## config.mk

```make
export PLATFORM = sky130hd
export DESIGN_NAME = sep_system_event_probe
export DESIGN_NICKNAME = d
export VERILOG_FILES = /design/src/verilog/sep_pkg.sv /design/src/verilog/sep_system_event_probe.sv /design/src/verilog/sep_event_detect.sv
export SDC_FILE = /design/constraint.sdc
export NUM_CORES = 1
export LEC_CHECK = 0
export BUFFER_PORTS_ARGS = -buffer_cell sky130_fd_sc_hd__buf_2
export CAP_MARGIN = 20
export CORE_MARGIN = 5
export CORE_UTILIZATION = 30
export CTS_CLUSTER_SIZE = 40
export DETAILED_ROUTE_END_ITERATION = 16
export GPL_TIMING_DRIVEN = 0
export HOLD_SLACK_MARGIN = 0.12
export SYNTH_ARGS = -nofsm -noshare
export SYNTH_HDL_FRONTEND = slang
export SYNTH_HIERARCHICAL = 1
export SYNTH_SLANG_ARGS = --single-unit
```

## constraint.sdc

```tcl
create_clock -name i_system_clock -period 7.05 [get_ports i_system_clock]
set_clock_uncertainty 0.05 [all_clocks]
set_input_delay 1.0575 -clock i_system_clock [delete_from_list [all_inputs] [get_ports i_system_clock]]
set_output_delay 1.0575 -clock i_system_clock [all_outputs]
set_load 0.02 [all_outputs]
```

## src/verilog/sep_pkg.sv

```systemverilog
// Constants shared by the event probe and its event detector
package sep_pkg;
    // Widths
    localparam int SEL_W = 6;
    localparam int FUNC_W = 2;
    localparam int MODE_W = 2;
    localparam int RESULT_W = 24;
    localparam int LIMIT_W = 22;
    localparam int SRC_N = 64;
    localparam int AUX_N = 4;
    localparam int LINK_N = 3;
    localparam int CC_N = 4;
    localparam int LINK_SYNC_N = 19;

    // Event codes
    localparam logic [5:0] EVENT_NONE = 6'h00;
    localparam logic [5:0] EVENT_EVERY_CYCLE = 6'h01;
    localparam logic [5:0] EVENT_SYSTEM_CLOCK = 6'h02;
    localparam logic [5:0] EVENT_TENTH_MICROSECOND = 6'h03;
    localparam logic [5:0] EVENT_AUX_SEQUENCER = 6'h04;
    localparam logic [5:0] EVENT_TRIGGER = 6'h08;
    localparam logic [5:0] EVENT_PHASE_A = 6'h09;
    localparam logic [5:0] EVENT_PHASE_B = 6'h0A;
    localparam logic [5:0] EVENT_QUADRATURE = 6'h0B;
    localparam logic [5:0] EVENT_ENCODER_DIVIDER = 6'h0C;
    localparam logic [5:0] EVENT_SYSTEM_IRQ = 6'h0F;
    localparam logic [5:0] EVENT_HOST_SENT = 6'h10;
    localparam logic [5:0] EVENT_HOST_DROPPED = 6'h11;
    localparam logic [5:0] EVENT_HOST_BUSY = 6'h12;
    localparam logic [5:0] EVENT_LINK_CLOCK_BASE = 6'h20;
    localparam logic [5:0] EVENT_LOCK_BASE = 6'h23;
    localparam logic [5:0] EVENT_FRAME_BASE = 6'h26;
    localparam logic [5:0] EVENT_LINE_BASE = 6'h29;
    localparam logic [5:0] EVENT_DATA_BASE = 6'h2C;
    localparam logic [5:0] EVENT_CONTROL_LINE1 = 6'h2F;

    // Event functions
    localparam logic [1:0] FUNC_RISING = 2'h0;
    localparam logic [1:0] FUNC_FALLING = 2'h1;
    localparam logic [1:0] FUNC_LEVEL_HIGH = 2'h2;
    localparam logic [1:0] FUNC_LEVEL_LOW = 2'h3;

    // Combining modes
    localparam logic [1:0] COMBINE_LATEST = 2'h0;
    localparam logic [1:0] COMBINE_SUM = 2'h1;
    localparam logic [1:0] COMBINE_SMALLEST = 2'h2;
    localparam logic [1:0] COMBINE_LARGEST = 2'h3;

    // Reset and maximum values
    localparam logic [23:0] RESULT_RESET = 24'h000000;
    localparam logic [23:0] RESULT_MAX = 24'hFFFFFF;
    localparam logic [21:0] CLOSES_RESET = 22'h000000;

    // Timing
    localparam int SYSTEM_CLOCK_HZ = 50000000;
    localparam int TICK_PERIOD_NS = 100;
    localparam int TICK_CYCLES_RAW = (TICK_PERIOD_NS * (SYSTEM_CLOCK_HZ / 1000000)) / 1000;
    localparam int TICK_CYCLES = (TICK_CYCLES_RAW < 1) ? 1 : TICK_CYCLES_RAW;
    localparam int TICK_W = 8;
    localparam logic [7:0] TICK_LAST = 8'(TICK_CYCLES - 1);
    localparam logic [7:0] TICK_RESET = 8'h00;

    typedef enum logic [3:0] {
        SEP_IDLE = 4'b0001,
        SEP_SYNC_WAIT = 4'b0010,
        SEP_OPEN_WAIT = 4'b0100,
        SEP_COUNTING = 4'b1000
    } sep_state_t;
endpackage : sep_pkg

```

## src/verilog/sep_system_event_probe.sv

```systemverilog
// System event probe: windowed event counter with combining modes
`timescale 1ns/10ps
`default_nettype none
module sep_system_event_probe (
    input wire logic i_system_clock, // System clock, 50 MHz
    input wire logic i_arst_n, // Asynchronous reset, active low
    input wire logic i_probe_arm, // Arm pulse
    input wire logic i_probe_reset, // Probe soft reset pulse
    input wire logic i_result_read, // Pulse when software reads the result
    input wire logic [1:0] i_combine_mode, // Combining mode
    input wire logic i_wrap_count, // 1: counts roll over, 0: stick at max
    input wire logic [21:0] i_close_event_limit, // Closing events per run
    input wire logic [5:0] i_sync_event_select, // Sync event code
    input wire logic [1:0] i_sync_func, // Sync event function
    input wire logic [5:0] i_window_open_select, // Opening event code
    input wire logic [1:0] i_open_func, // Opening event function
    input wire logic [5:0] i_window_close_select, // Closing event code
    input wire logic [1:0] i_close_func, // Closing event function
    input wire logic [5:0] i_counted_event_select, // Target event code
    input wire logic [1:0] i_counted_func, // Target event function
    input wire logic [3:0] i_aux_sequencer_out, // Auxiliary sequencer outputs
    input wire logic i_selected_trigger, // Selected trigger
    input wire logic i_selected_phase_a, // Encoder phase A
    input wire logic i_selected_phase_b, // Encoder phase B
    input wire logic i_quadrature_out, // Quadrature decoder output
    input wire logic i_encoder_divider_out, // Encoder divider output
    input wire logic i_system_irq, // Channel system interrupt
    input wire logic i_host_sent, // One pulse per chunk sent
    input wire logic i_host_dropped, // One pulse per chunk dropped
    input wire logic i_host_busy, // Host-bound path busy
    input wire logic [2:0] i_link_clock, // Link pixel clocks base/med/full
    input wire logic [2:0] i_link_lock, // Receiver lock base/med/full
    input wire logic [2:0] i_frame_valid, // Frame valid base/med/full
    input wire logic [2:0] i_line_valid, // Line valid base/med/full
    input wire logic [2:0] i_data_valid, // Data valid base/med/full
    input wire logic [3:0] i_camera_control, // Camera control lines 1 to 4
    output logic [23:0] o_probe_result, // Combined result
    output logic o_probe_busy, // Probe busy
    output logic o_result_updated_flag // Result updated since last read
);
    // Link-side pins, two-stage synchroniser
    logic [18:0] link_meta;
    logic [18:0] link_sync;
    logic [18:0] next_link_meta;
    logic [18:0] link_raw;

    // Internal 100 ns time base
    logic [7:0] tick_count;
    logic [7:0] next_tick_count;
    logic tick_pulse;
    logic next_tick_pulse;

    logic [63:0] sources;
    logic fire_sync;
    logic fire_open;
    logic fire_close;
    logic fire_count;

    sep_pkg::sep_state_t state;
    sep_pkg::sep_state_t next_state;
    logic [23:0] capture;
    logic [23:0] next_capture;
    logic [23:0] result;
    logic [23:0] next_result;
    logic [21:0] closes;
    logic [21:0] next_closes;
    logic first_done;
    logic next_first_done;
    logic busy;
    logic next_busy;
    logic updated;
    logic next_updated;

    logic [23:0] capture_final;
    logic [24:0] sum_wide;
    logic [23:0] sum_value;
    logic [21:0] closes_inc;
    logic limit_hit;

    always_comb begin
        link_raw = {i_camera_control, i_data_valid, i_line_valid, i_frame_valid,
                    i_link_lock, i_link_clock};
        next_link_meta = link_raw;
    end

    always_ff @(posedge i_system_clock or negedge i_arst_n) begin
        if (!i_arst_n) begin
            link_meta <= 19'h00000;
            link_sync <= 19'h00000;
        end else begin
            link_meta <= next_link_meta;
            link_sync <= link_meta;
        end
    end

    always_comb begin
        if (tick_count == sep_pkg::TICK_LAST) begin
            next_tick_count = sep_pkg::TICK_RESET;
            next_tick_pulse = 1'b1;
        end else begin
            next_tick_count = tick_count + 8'h01;
            next_tick_pulse = 1'b0;
        end
    end

    always_ff @(posedge i_system_clock or negedge i_arst_n) begin
        if (!i_arst_n) begin
            tick_count <= sep_pkg::TICK_RESET;
            tick_pulse <= 1'b0;
        end else begin
            tick_count <= next_tick_count;
            tick_pulse <= next_tick_pulse;
        end
    end

    // common event map for all four selectors
    always_comb begin
        // unlisted and zero codes stay low, so they fire only with the level-low function
        sources = 64'h0000000000000000;
        sources[sep_pkg::EVENT_EVERY_CYCLE] = 1'b1;
        sources[sep_pkg::EVENT_SYSTEM_CLOCK] = 1'b1;
        sources[sep_pkg::EVENT_TENTH_MICROSECOND] = tick_pulse;
        sources[sep_pkg::EVENT_AUX_SEQUENCER +: 4] = i_aux_sequencer_out;
        sources[sep_pkg::EVENT_TRIGGER] = i_selected_trigger;
        sources[sep_pkg::EVENT_PHASE_A] = i_selected_phase_a;
        sources[sep_pkg::EVENT_PHASE_B] = i_selected_phase_b;
        sources[sep_pkg::EVENT_QUADRATURE] = i_quadrature_out;
        sources[sep_pkg::EVENT_ENCODER_DIVIDER] = i_encoder_divider_out;
        sources[sep_pkg::EVENT_SYSTEM_IRQ] = i_system_irq;
        sources[sep_pkg::EVENT_HOST_SENT] = i_host_sent;
        sources[sep_pkg::EVENT_HOST_DROPPED] = i_host_dropped;
        sources[sep_pkg::EVENT_HOST_BUSY] = i_host_busy;
        sources[sep_pkg::EVENT_LINK_CLOCK_BASE +: 3] = link_sync[2:0];
        sources[sep_pkg::EVENT_LOCK_BASE +: 3] = link_sync[5:3];
        sources[sep_pkg::EVENT_FRAME_BASE +: 3] = link_sync[8:6];
        sources[sep_pkg::EVENT_LINE_BASE +: 3] = link_sync[11:9];
        sources[sep_pkg::EVENT_DATA_BASE +: 3] = link_sync[14:12];
        sources[sep_pkg::EVENT_CONTROL_LINE1 +: 4] = link_sync[18:15];
    end

    sep_event_detect u_sync_detect (
        .i_system_clock(i_system_clock), .i_arst_n(i_arst_n), .i_sources(sources),
        .i_select(i_sync_event_select), .i_func(i_sync_func), .o_fire(fire_sync)
    );

    sep_event_detect u_open_detect (
        .i_system_clock(i_system_clock), .i_arst_n(i_arst_n), .i_sources(sources),
        .i_select(i_window_open_select), .i_func(i_open_func), .o_fire(fire_open)
    );

    sep_event_detect u_close_detect (
        .i_system_clock(i_system_clock), .i_arst_n(i_arst_n), .i_sources(sources),
        .i_select(i_window_close_select), .i_func(i_close_func), .o_fire(fire_close)
    );

    sep_event_detect u_count_detect (
        .i_system_clock(i_system_clock), .i_arst_n(i_arst_n), .i_sources(sources),
        .i_select(i_counted_event_select), .i_func(i_counted_func), .o_fire(fire_count)
    );

    // Capture count including a target that fires with the close
    always_comb begin
        capture_final = capture;
        if (fire_count) begin
            if (capture != sep_pkg::RESULT_MAX) begin
                capture_final = capture + 24'h000001;
            end else if (i_wrap_count) begin
                capture_final = sep_pkg::RESULT_RESET;
            end
        end
        sum_wide = {1'b0, result} + {1'b0, capture_final};
        if (sum_wide[24] && !i_wrap_count) begin
            sum_value = sep_pkg::RESULT_MAX;
        end else begin
            sum_value = sum_wide[23:0];
        end
        closes_inc = closes + 22'h000001;
        limit_hit = (closes_inc >= i_close_event_limit);
    end

    always_comb begin
        next_state = state;
        next_capture = capture;
        next_result = result;
        next_closes = closes;
        next_first_done = first_done;
        next_busy = busy;
        next_updated = updated;
        // read clears, a same-cycle update wins below
        if (i_result_read) begin
            next_updated = 1'b0;
        end
        case (state)
            sep_pkg::SEP_IDLE: begin
                if (i_probe_arm) begin
                    next_state = sep_pkg::SEP_SYNC_WAIT;
                    next_busy = 1'b1;
                    next_result = sep_pkg::RESULT_RESET;
                    next_capture = sep_pkg::RESULT_RESET;
                    next_closes = sep_pkg::CLOSES_RESET;
                    next_first_done = 1'b0;
                end
            end
            sep_pkg::SEP_SYNC_WAIT: begin
                if (fire_sync) begin
                    next_state = sep_pkg::SEP_OPEN_WAIT;
                end
            end
            sep_pkg::SEP_OPEN_WAIT: begin
                // window opens on the opening event
                if (fire_open) begin
                    next_state = sep_pkg::SEP_COUNTING;
                    next_capture = sep_pkg::RESULT_RESET;
                end
            end
            sep_pkg::SEP_COUNTING: begin
                next_capture = capture_final;
                if (fire_close) begin
                    next_closes = closes_inc;
                    next_first_done = 1'b1;
                    next_updated = 1'b1;
                    case (i_combine_mode)
                        sep_pkg::COMBINE_LATEST: next_result = capture_final;
                        sep_pkg::COMBINE_SUM: next_result = sum_value;
                        sep_pkg::COMBINE_SMALLEST: begin
                            if (!first_done || (capture_final < result)) begin
                                next_result = capture_final;
                            end
                        end
                        sep_pkg::COMBINE_LARGEST: begin
                            if (!first_done || (capture_final > result)) begin
                                next_result = capture_final;
                            end
                        end
                        default: next_result = result;
                    endcase
                    if (limit_hit) begin
                        next_state = sep_pkg::SEP_IDLE;
                        next_busy = 1'b0;
                    end else begin
                        next_state = sep_pkg::SEP_OPEN_WAIT;
                    end
                end
            end
            default: begin
                next_state = sep_pkg::SEP_IDLE;
                next_busy = 1'b0;
            end
        endcase
        // Soft reset aborts everything
        if (i_probe_reset) begin
            next_state = sep_pkg::SEP_IDLE;
            next_busy = 1'b0;
            next_result = sep_pkg::RESULT_RESET;
            next_capture = sep_pkg::RESULT_RESET;
            next_closes = sep_pkg::CLOSES_RESET;
            next_first_done = 1'b0;
            next_updated = 1'b0;
        end
    end

    always_ff @(posedge i_system_clock or negedge i_arst_n) begin
        if (!i_arst_n) begin
            state <= sep_pkg::SEP_IDLE;
            capture <= sep_pkg::RESULT_RESET;
            result <= sep_pkg::RESULT_RESET;
            closes <= sep_pkg::CLOSES_RESET;
            first_done <= 1'b0;
            busy <= 1'b0;
            updated <= 1'b0;
        end else begin
            state <= next_state;
            capture <= next_capture;
            result <= next_result;
            closes <= next_closes;
            first_done <= next_first_done;
            busy <= next_busy;
            updated <= next_updated;
        end
    end

    // result stays stable while idle, until an arm or a soft reset clears it
    always_comb begin
        o_probe_result = result;
        o_probe_busy = busy;
        o_result_updated_flag = updated;
    end
endmodule : sep_system_event_probe
`default_nettype wire

```

## src/verilog/sep_event_detect.sv

```systemverilog
// Event selector with rising, falling, high or low qualification for all codes except 1 and 2, which fire every cycle
`timescale 1ns/10ps
`default_nettype none
module sep_event_detect (
    input wire logic i_system_clock, // System clock
    input wire logic i_arst_n, // Asynchronous reset, active low
    input wire logic [63:0] i_sources, // Event sources indexed by code
    input wire logic [5:0] i_select, // Event code
    input wire logic [1:0] i_func, // Qualifying function
    output logic o_fire // Event fires this cycle
);
    logic level;
    logic prev;
    logic next_prev;

    always_comb begin
        level = i_sources[i_select];
        next_prev = level;
        if ((i_select == sep_pkg::EVENT_EVERY_CYCLE) ||
            (i_select == sep_pkg::EVENT_SYSTEM_CLOCK)) begin
            o_fire = 1'b1;
        end else begin
            case (i_func)
                sep_pkg::FUNC_RISING: o_fire = level & ~prev;
                sep_pkg::FUNC_FALLING: o_fire = ~level & prev;
                sep_pkg::FUNC_LEVEL_HIGH: o_fire = level;
                sep_pkg::FUNC_LEVEL_LOW: o_fire = ~level;
                default: o_fire = 1'b0;
            endcase
        end
    end

    always_ff @(posedge i_system_clock or negedge i_arst_n) begin
        if (!i_arst_n) begin
            prev <= 1'b0;
        end else begin
            prev <= next_prev;
        end
    end
endmodule : sep_event_detect
`default_nettype wire

```

# Word-level counts from Yosys, hierarchy flattened
# Cells that the tools add are included.
dict set report word_totals {
  ff_bits 128
  output_inout_bits 26
}
dict set report op_classes {
  add_sub_neg 4
  n_lt_le_gt_ge 7
  eq_ne 37
  n_mux 56
  bitwise 16
  reduce_logical 22
}
# op n
set op_table {}
lappend op_table {{$mux 24} 11}
lappend op_table {{$pmux 24 s4} 1}
lappend op_table {{$pmux 24 s3} 1}
lappend op_table {{$mux 22} 3}
lappend op_table {{$pmux 24 s2} 1}
lappend op_table {{$pmux 22 s2} 1}
lappend op_table {{$lt 6x7->1 const B} 4}
lappend op_table {{$add 24x24->25} 1}
lappend op_table {{$add 24x1->24 const B} 1}
lappend op_table {{$bmux 1 s6} 4}
lappend op_table {{$eq 6x1->1 const B} 4}
lappend op_table {{$eq 6x2->1 const B} 4}
lappend op_table {{$gt 24x24->1} 1}
lappend op_table {{$lt 24x24->1} 1}
lappend op_table {{$ne 24x24->1 const B} 1}
lappend op_table {{$add 22x1->22 const B} 1}
lappend op_table {{$ge 22x22->1} 1}
lappend op_table {{$eq 2x2->1 const B} 10}
lappend op_table {{$mux 1} 20}
lappend op_table {{$mux 4} 5}
lappend op_table {{$pmux 1 s4} 4}
lappend op_table {{$pmux 4 s4} 1}
lappend op_table {{$ne 3x3->1 const B} 5}
lappend op_table {{$eq 2x1->1 const B} 5}
lappend op_table {{other kinds (24)} 51}

# Depth between registers and ports, before layout
dict set report depth {
  word_depth 14
  mapped_depth 28
}

# Cells and area by module
# The synthesis kept the hierarchy.
# mod n_inst cells_per_inst area_per_inst_um2 seq_area_each_um2
set by_module_without_submodules {}
lappend by_module_without_submodules {sep_system_event_probe 1 918 8384.3 3104.2}
lappend by_module_without_submodules {sep_event_detect 4 80 795.8 25.0}

# Worst setup path before layout
# OpenSTA, ideal clock, no wires.
dict set report synth_path {
  path_kind {input -> register}
  start {in i_counted_event_select[3]}
  end {reg result[22], in the netlist o_probe_result[22]}
  setup_time_ps 87
  arrival_ps 5772
  required_time_ps 6913
  setup_slack_ps 1141
  path_stages 24
  cell_sequence {buf_2 -> mux2_2 -> o311ai_1 -> o22ai_1 -> a311oi_4 -> o221a_1 -> a211o_1 -> clkbuf_1 -> inv_1 -> a21oi_1 -> buf_2 -> nand4_1 -> o21ai_0 -> ha_1 -> buf_2 -> a21oi_1 -> o21ai_1 -> a221oi_2 -> o21ai_1 -> or3_1 -> a31o_1 -> buf_6 -> mux2_4 -> a211oi_2}
}
dict set report synth_between {
  elab_chain_cells 14
}
# element line_no
set synth_lines {}
lappend synth_lines {{start: declaration} sep_system_event_probe.sv:19} ;# input wire logic [5:0] i_counted_event_select,
lappend synth_lines {{$bmux 1 s6} sep_event_detect.sv:17} ;# level = i_sources[i_select];
lappend synth_lines {{$mux 1 (implied by the code)} sep_event_detect.sv:17}
lappend synth_lines {{$not 1->1} {sep_event_detect.sv:25, sep_event_detect.sv:27}}
lappend synth_lines {{$and 1x1->1} sep_event_detect.sv:25} ;# sep_pkg::FUNC_FALLING: o_fire = ~level & prev;
lappend synth_lines {{$pmux 1 s4} sep_event_detect.sv:23} ;# case (i_func)
lappend synth_lines {{$mux 1 (*)} sep_event_detect.sv:19} ;# if ((i_select == sep_pkg::EVENT_EVERY_CYCLE) ||
lappend synth_lines {{net fire_count} sep_system_event_probe.sv:57} ;# logic fire_count;
lappend synth_lines {{$mux 24 (*)} sep_system_event_probe.sv:164} ;# if (fire_count) begin
lappend synth_lines {{$add 24x24->25} sep_system_event_probe.sv:171} ;# sum_wide = {1'b0, result} + {1'b0, capture_final};
lappend synth_lines {{$logic_and 1x1->1} sep_system_event_probe.sv:172} ;# if (sum_wide[24] && !i_wrap_count) begin
lappend synth_lines {{$mux 24} sep_system_event_probe.sv:172}
lappend synth_lines {{$pmux 24 s4} sep_system_event_probe.sv:222} ;# case (i_combine_mode)
lappend synth_lines {{$mux 24} sep_system_event_probe.sv:218} ;# if (fire_close) begin
lappend synth_lines {{$pmux 24 s2} sep_system_event_probe.sv:193} ;# case (state)
lappend synth_lines {{$mux 24} sep_system_event_probe.sv:251} ;# if (i_probe_reset) begin
lappend synth_lines {{end signal: assignment} sep_system_event_probe.sv:266} ;# result <= sep_pkg::RESULT_RESET;
lappend synth_lines {{end signal: assignment} sep_system_event_probe.sv:274} ;# result <= next_result;
lappend synth_lines {{end: declaration} sep_system_event_probe.sv:63} ;# logic [23:0] result;
# Mark *: on every way through the listed nets, which the timed path passes. The rest lies on a longest branch. The select of a mux whose other input is x is not followed.
# A chain may end at the register's enable or synchronous reset.

# Worst setup path after layout
dict set report layout_path {
  start {in i_counted_event_select[3]}
  end {reg result[21], in the netlist o_probe_result[21]}
}
# Same word-level chain as after synthesis.

==> metrics <==
status=finished, final reports clean; post-synthesis mux area share=0.135; syn_area_per_cell=slightly above 9 um^2; Crit Reg-Reg Startpoint=link_sync[11]$_DFF_PN0_; Port Buf Inserts=111; Synth Instances=1238; register area=about 3200 um^2; CP Data Required Time=7360 ps; grt met2 use=0.256; Pre-Repair DR Iteration Count=5; fillers=3982; kind of critical path=in -> reg; GPL Wtd Cong=0.924; fin. max-slew vios=0; proportion of netlist area held by the largest area contributor=0.275; Critical Path Start=i_counted_event_select[3]; area delta synth->final=19.9%; worst skew pair latency=~440 ps; data arrival time of the critical path=6930 ps; DIE HEIGHT=206 um; most frequent cells after synthesis=127 x dfrtp_1, 91 x nand2_1, 81 x inv_1, 74 x ha_1, 72 x nor2_1; placed cells=1990; combinational family with the most area after synthesis=compound AO/OA/AOI/OAI gates; Synth warnings=6; CTS Buffer Depth=2; Power Density=149 nW/um^2; H-tree depth=4; largest net degree at the start of global routing=68; fraction of layout cells with a size suffix above 1=0.175; vias in the first global route=10150; post-synthesis compound-gate area fraction=0.200; max-cap viol count=0; final setup fails=0; via count=10410; R2R cell count=20; Die Width=206 um; CTS tree=built; Comb pwr share=0.196; switching power=approximately 0.00061 W; Final Cycle Share=0.939; leakage=6.42 nW; Synth async-reset ratio=1.00; vias per cell=5.15; final hold violation count=0; Post-DRT Antenna Nets=0; first-pass GRT wire length=53200 um; ranking of synthesized cells by area=dfrtp_1 27%, ha_1 8.0%, mux2i_1 5.8%, mux4_1 3.6%, nand2_1 3.0%; actual slew at the worst max-slew pin=919 ps; Starting Density=0.301; adder-cell share of the synthesized area=0.0818; ant diodes=0; Core Footprint=38400 um^2; WL/cell=16.6 um; Critical Path Sink Type=flop; RSZ-0062 raised after global routing=false; met1 usage=0.207; Tmin final=6620 ps; largest fanout on the critical path=10; Final #Nets=~1700; Synth cell types=90; #FFs+latches synth=128; HP Class=reg -> reg; # rows=72; Switching Fraction=0.298; Clk pin slew, worst setup/hold paths=60 ps; GRT busiest layer=met2; cell taking the most area after synthesis=dfrtp_1; initial antenna violation count=0; Area after DPL=13300 um^2; post-route insts no fill=2020; most common cell in the netlist=dfrtp_1; synthesized area=11600 um^2; r2r setup slk=880 ps; Post-synth EDFFs=0; hold-fix buffer count after cts=0; worst r2r dst=o_probe_result[21]$_DFFE_PN0P_; Top FF cell, synth=dfrtp_1; Multi-input gate area=approximately 8100 um^2; GR Overflow Total=0; Int Pwr=0.00145 W; Seq/Total Area, Yosys=0.277; xor and xnor area share after synthesis=0.0401; Clock Power Share=0.432; CTS Buf Count=17; Post-Layout Inst Area=13900 um^2; final wirelength=33500 um; Max VDD drop=about 0.18 mV; Critical Path Sink=o_probe_result[21]$_DFFE_PN0P_; Ports=120; Initial DRC Count=626; GR Util met3=0.0290; simple-gate share of the synthesized area=0.197; TritonCTS Sinks=128; hpwl dp=25800 um; DRC errors left=0; die footprint=42600 um^2; FMAX=0.151 GHz; Flop pwr share=0.372; CP Launch Type=input pin; GRT Util Overall=0.157; Root Buffer=clkbuf_16; Slew Limit Headroom=0.378
-- power by group through the flow --
| stage | sequential (W) | clock [W] | combinational [W] |
|---|---|---|---|
| 2_1_floorplan | 0.000777 | 0 | 0.000267 |
| 3_3_place_gp | 0.000780 | 0 | 0.000397 |
| 3_5_place_dp | 0.000781 | 0 | 0.000403 |
| 4_1_cts | 0.000767 | 0.000916 | 0.000405 |
| 5_1_grt | 0.000769 | 0.000949 | 0.000444 |
| 6_report | 0.000767 | 0.000891 | 0.000404 |
-- through the flow --
step / TNS [ps] / hold WS (ps) / util / power, W / setup slack [ps]
6_report: 0 / 294 / 0.361 / 0.00206 / 433
5_1_grt: 0 / 304 / 0.361 / 0.00216 / 61.3
4_1_cts: 0 / 296 / 0.361 / 0.00209 / 36.0
3_5_place_dp: -5120 / 286 / 0.346 / 0.00118 / -458
3_3_place_gp: -3580 / 285 / 0.345 / 0.00118 / -369
2_1_floorplan: 0 / 281 / - / 0.00104 / 1140
-- kinds of logic (layout without fill, tap and decap cells) --
| family | after synthesis | in the layout |
|---|---|---|
| other | 2 | 124 |
| XOR/XNOR | 53 | 53 |
| multiplexers | 112 | 112 |
| buffers and inverters | 152 | 294 |
| flip-flops | 128 | 128 |
| adder cells (fa/ha/maj) | 75 | 75 |
| AND/OR/NAND/NOR | 407 | 407 |
| AO/OA/AOI/OAI | 309 | 309 |
-- cell usage in the layout (no fill, tap or decap), types with 23 or more instances in the layout --
cell type and n:
buf_2 128, nand3_1 59, nand3b_1 23, inv_1 81, nor2b_1 32, nor2_1 72
o21ai_1 32, dfrtp_1 127, xnor2_1 39, nand2_1 91, o21ai_0 47, mux2i_1 66
a21oi_1 49, conb_1 124, ha_1 74
-- registers in the layout, indices dropped and copies added (netlist names) --
signal / flops
capture: 24
o_probe_result: 24
closes: 22
link_meta: 19
link_sync: 19
tick_count: 8
state: 4
first_done: 1
o_probe_busy: 1
o_result_updated_flag: 1
tick_pulse: 1
u_close_detect/prev: 1
u_count_detect/prev: 1
u_open_detect/prev: 1
u_sync_detect/prev: 1
-- what timing repair did --
item,CTS,global route
gates resized for setup,1,9
buffers inserted,0,0
endpoints found under the setup margin,1,24
-- worst min-delay path by stage --
| stage | start | to | cells after the start |
|---|---|---|---|
| 2_1_floorplan | link_meta[0]$_DFF_PN0_ | link_sync[0]$_DFF_PN0_ | 0 |
| 3_3_place_gp | link_meta[18]$_DFF_PN0_ | link_sync[18]$_DFF_PN0_ | 0 |
| 3_5_place_dp | link_meta[7]$_DFF_PN0_ | link_sync[7]$_DFF_PN0_ | 0 |
| 4_1_cts | link_meta[0]$_DFF_PN0_ | link_sync[0]$_DFF_PN0_ | 0 |
| 5_1_grt | link_meta[4]$_DFF_PN0_ | link_sync[4]$_DFF_PN0_ | 0 |
| 6_report | link_meta[0]$_DFF_PN0_ | link_sync[0]$_DFF_PN0_ | 0 |
-- layer usage --
| metal | routed length (um) | share of wire | up-vias |
|---|---|---|---|
| met2 | 15800 | 0.47 | 275 |
| met1 | 15000 | 0.45 | 5033 |
| li1 | - | - | 5045 |
| met3 | 1900 | 0.057 | 57 |
| met4 | 861 | 0.026 | 0 |
| met5 | 0 | 0 | - |
-- worst max-delay path, cell delays in order --
cell       delay [ps]
buf_2             220
mux2_2            360
o311ai_1          250
o22ai_1           170
a311oi_4          300
o221a_1           250
a211o_1           380
inv_1             270
a21oi_1           270
buf_2             280
nand4_1           150
o21ai_1           400
ha_1              310
buf_2             170
nor2_1            430
nand2_1           200
a2111oi_4         530
a211oi_1          170
o41ai_2           350
xnor2_1           170
o221ai_2          100
o21ai_1           150
-- final cells by class --
| type | count | area share |
|---|---|---|
| Sequential cell | 128 | 0.231 |
| Multi-Input combinational cell | 1080 | 0.581 |
| Buffer | 70 | 0.0349 |
| Timing Repair Buffer | 112 | 0.0425 |
| Clock inverter | 12 | 0.00992 |
| Clock buffer | 19 | 0.0319 |
| Inverter | 81 | 0.0219 |
| Tap cell | 518 | 0.0467 |
No activity file was read; power rests on OpenSTA's default activity.
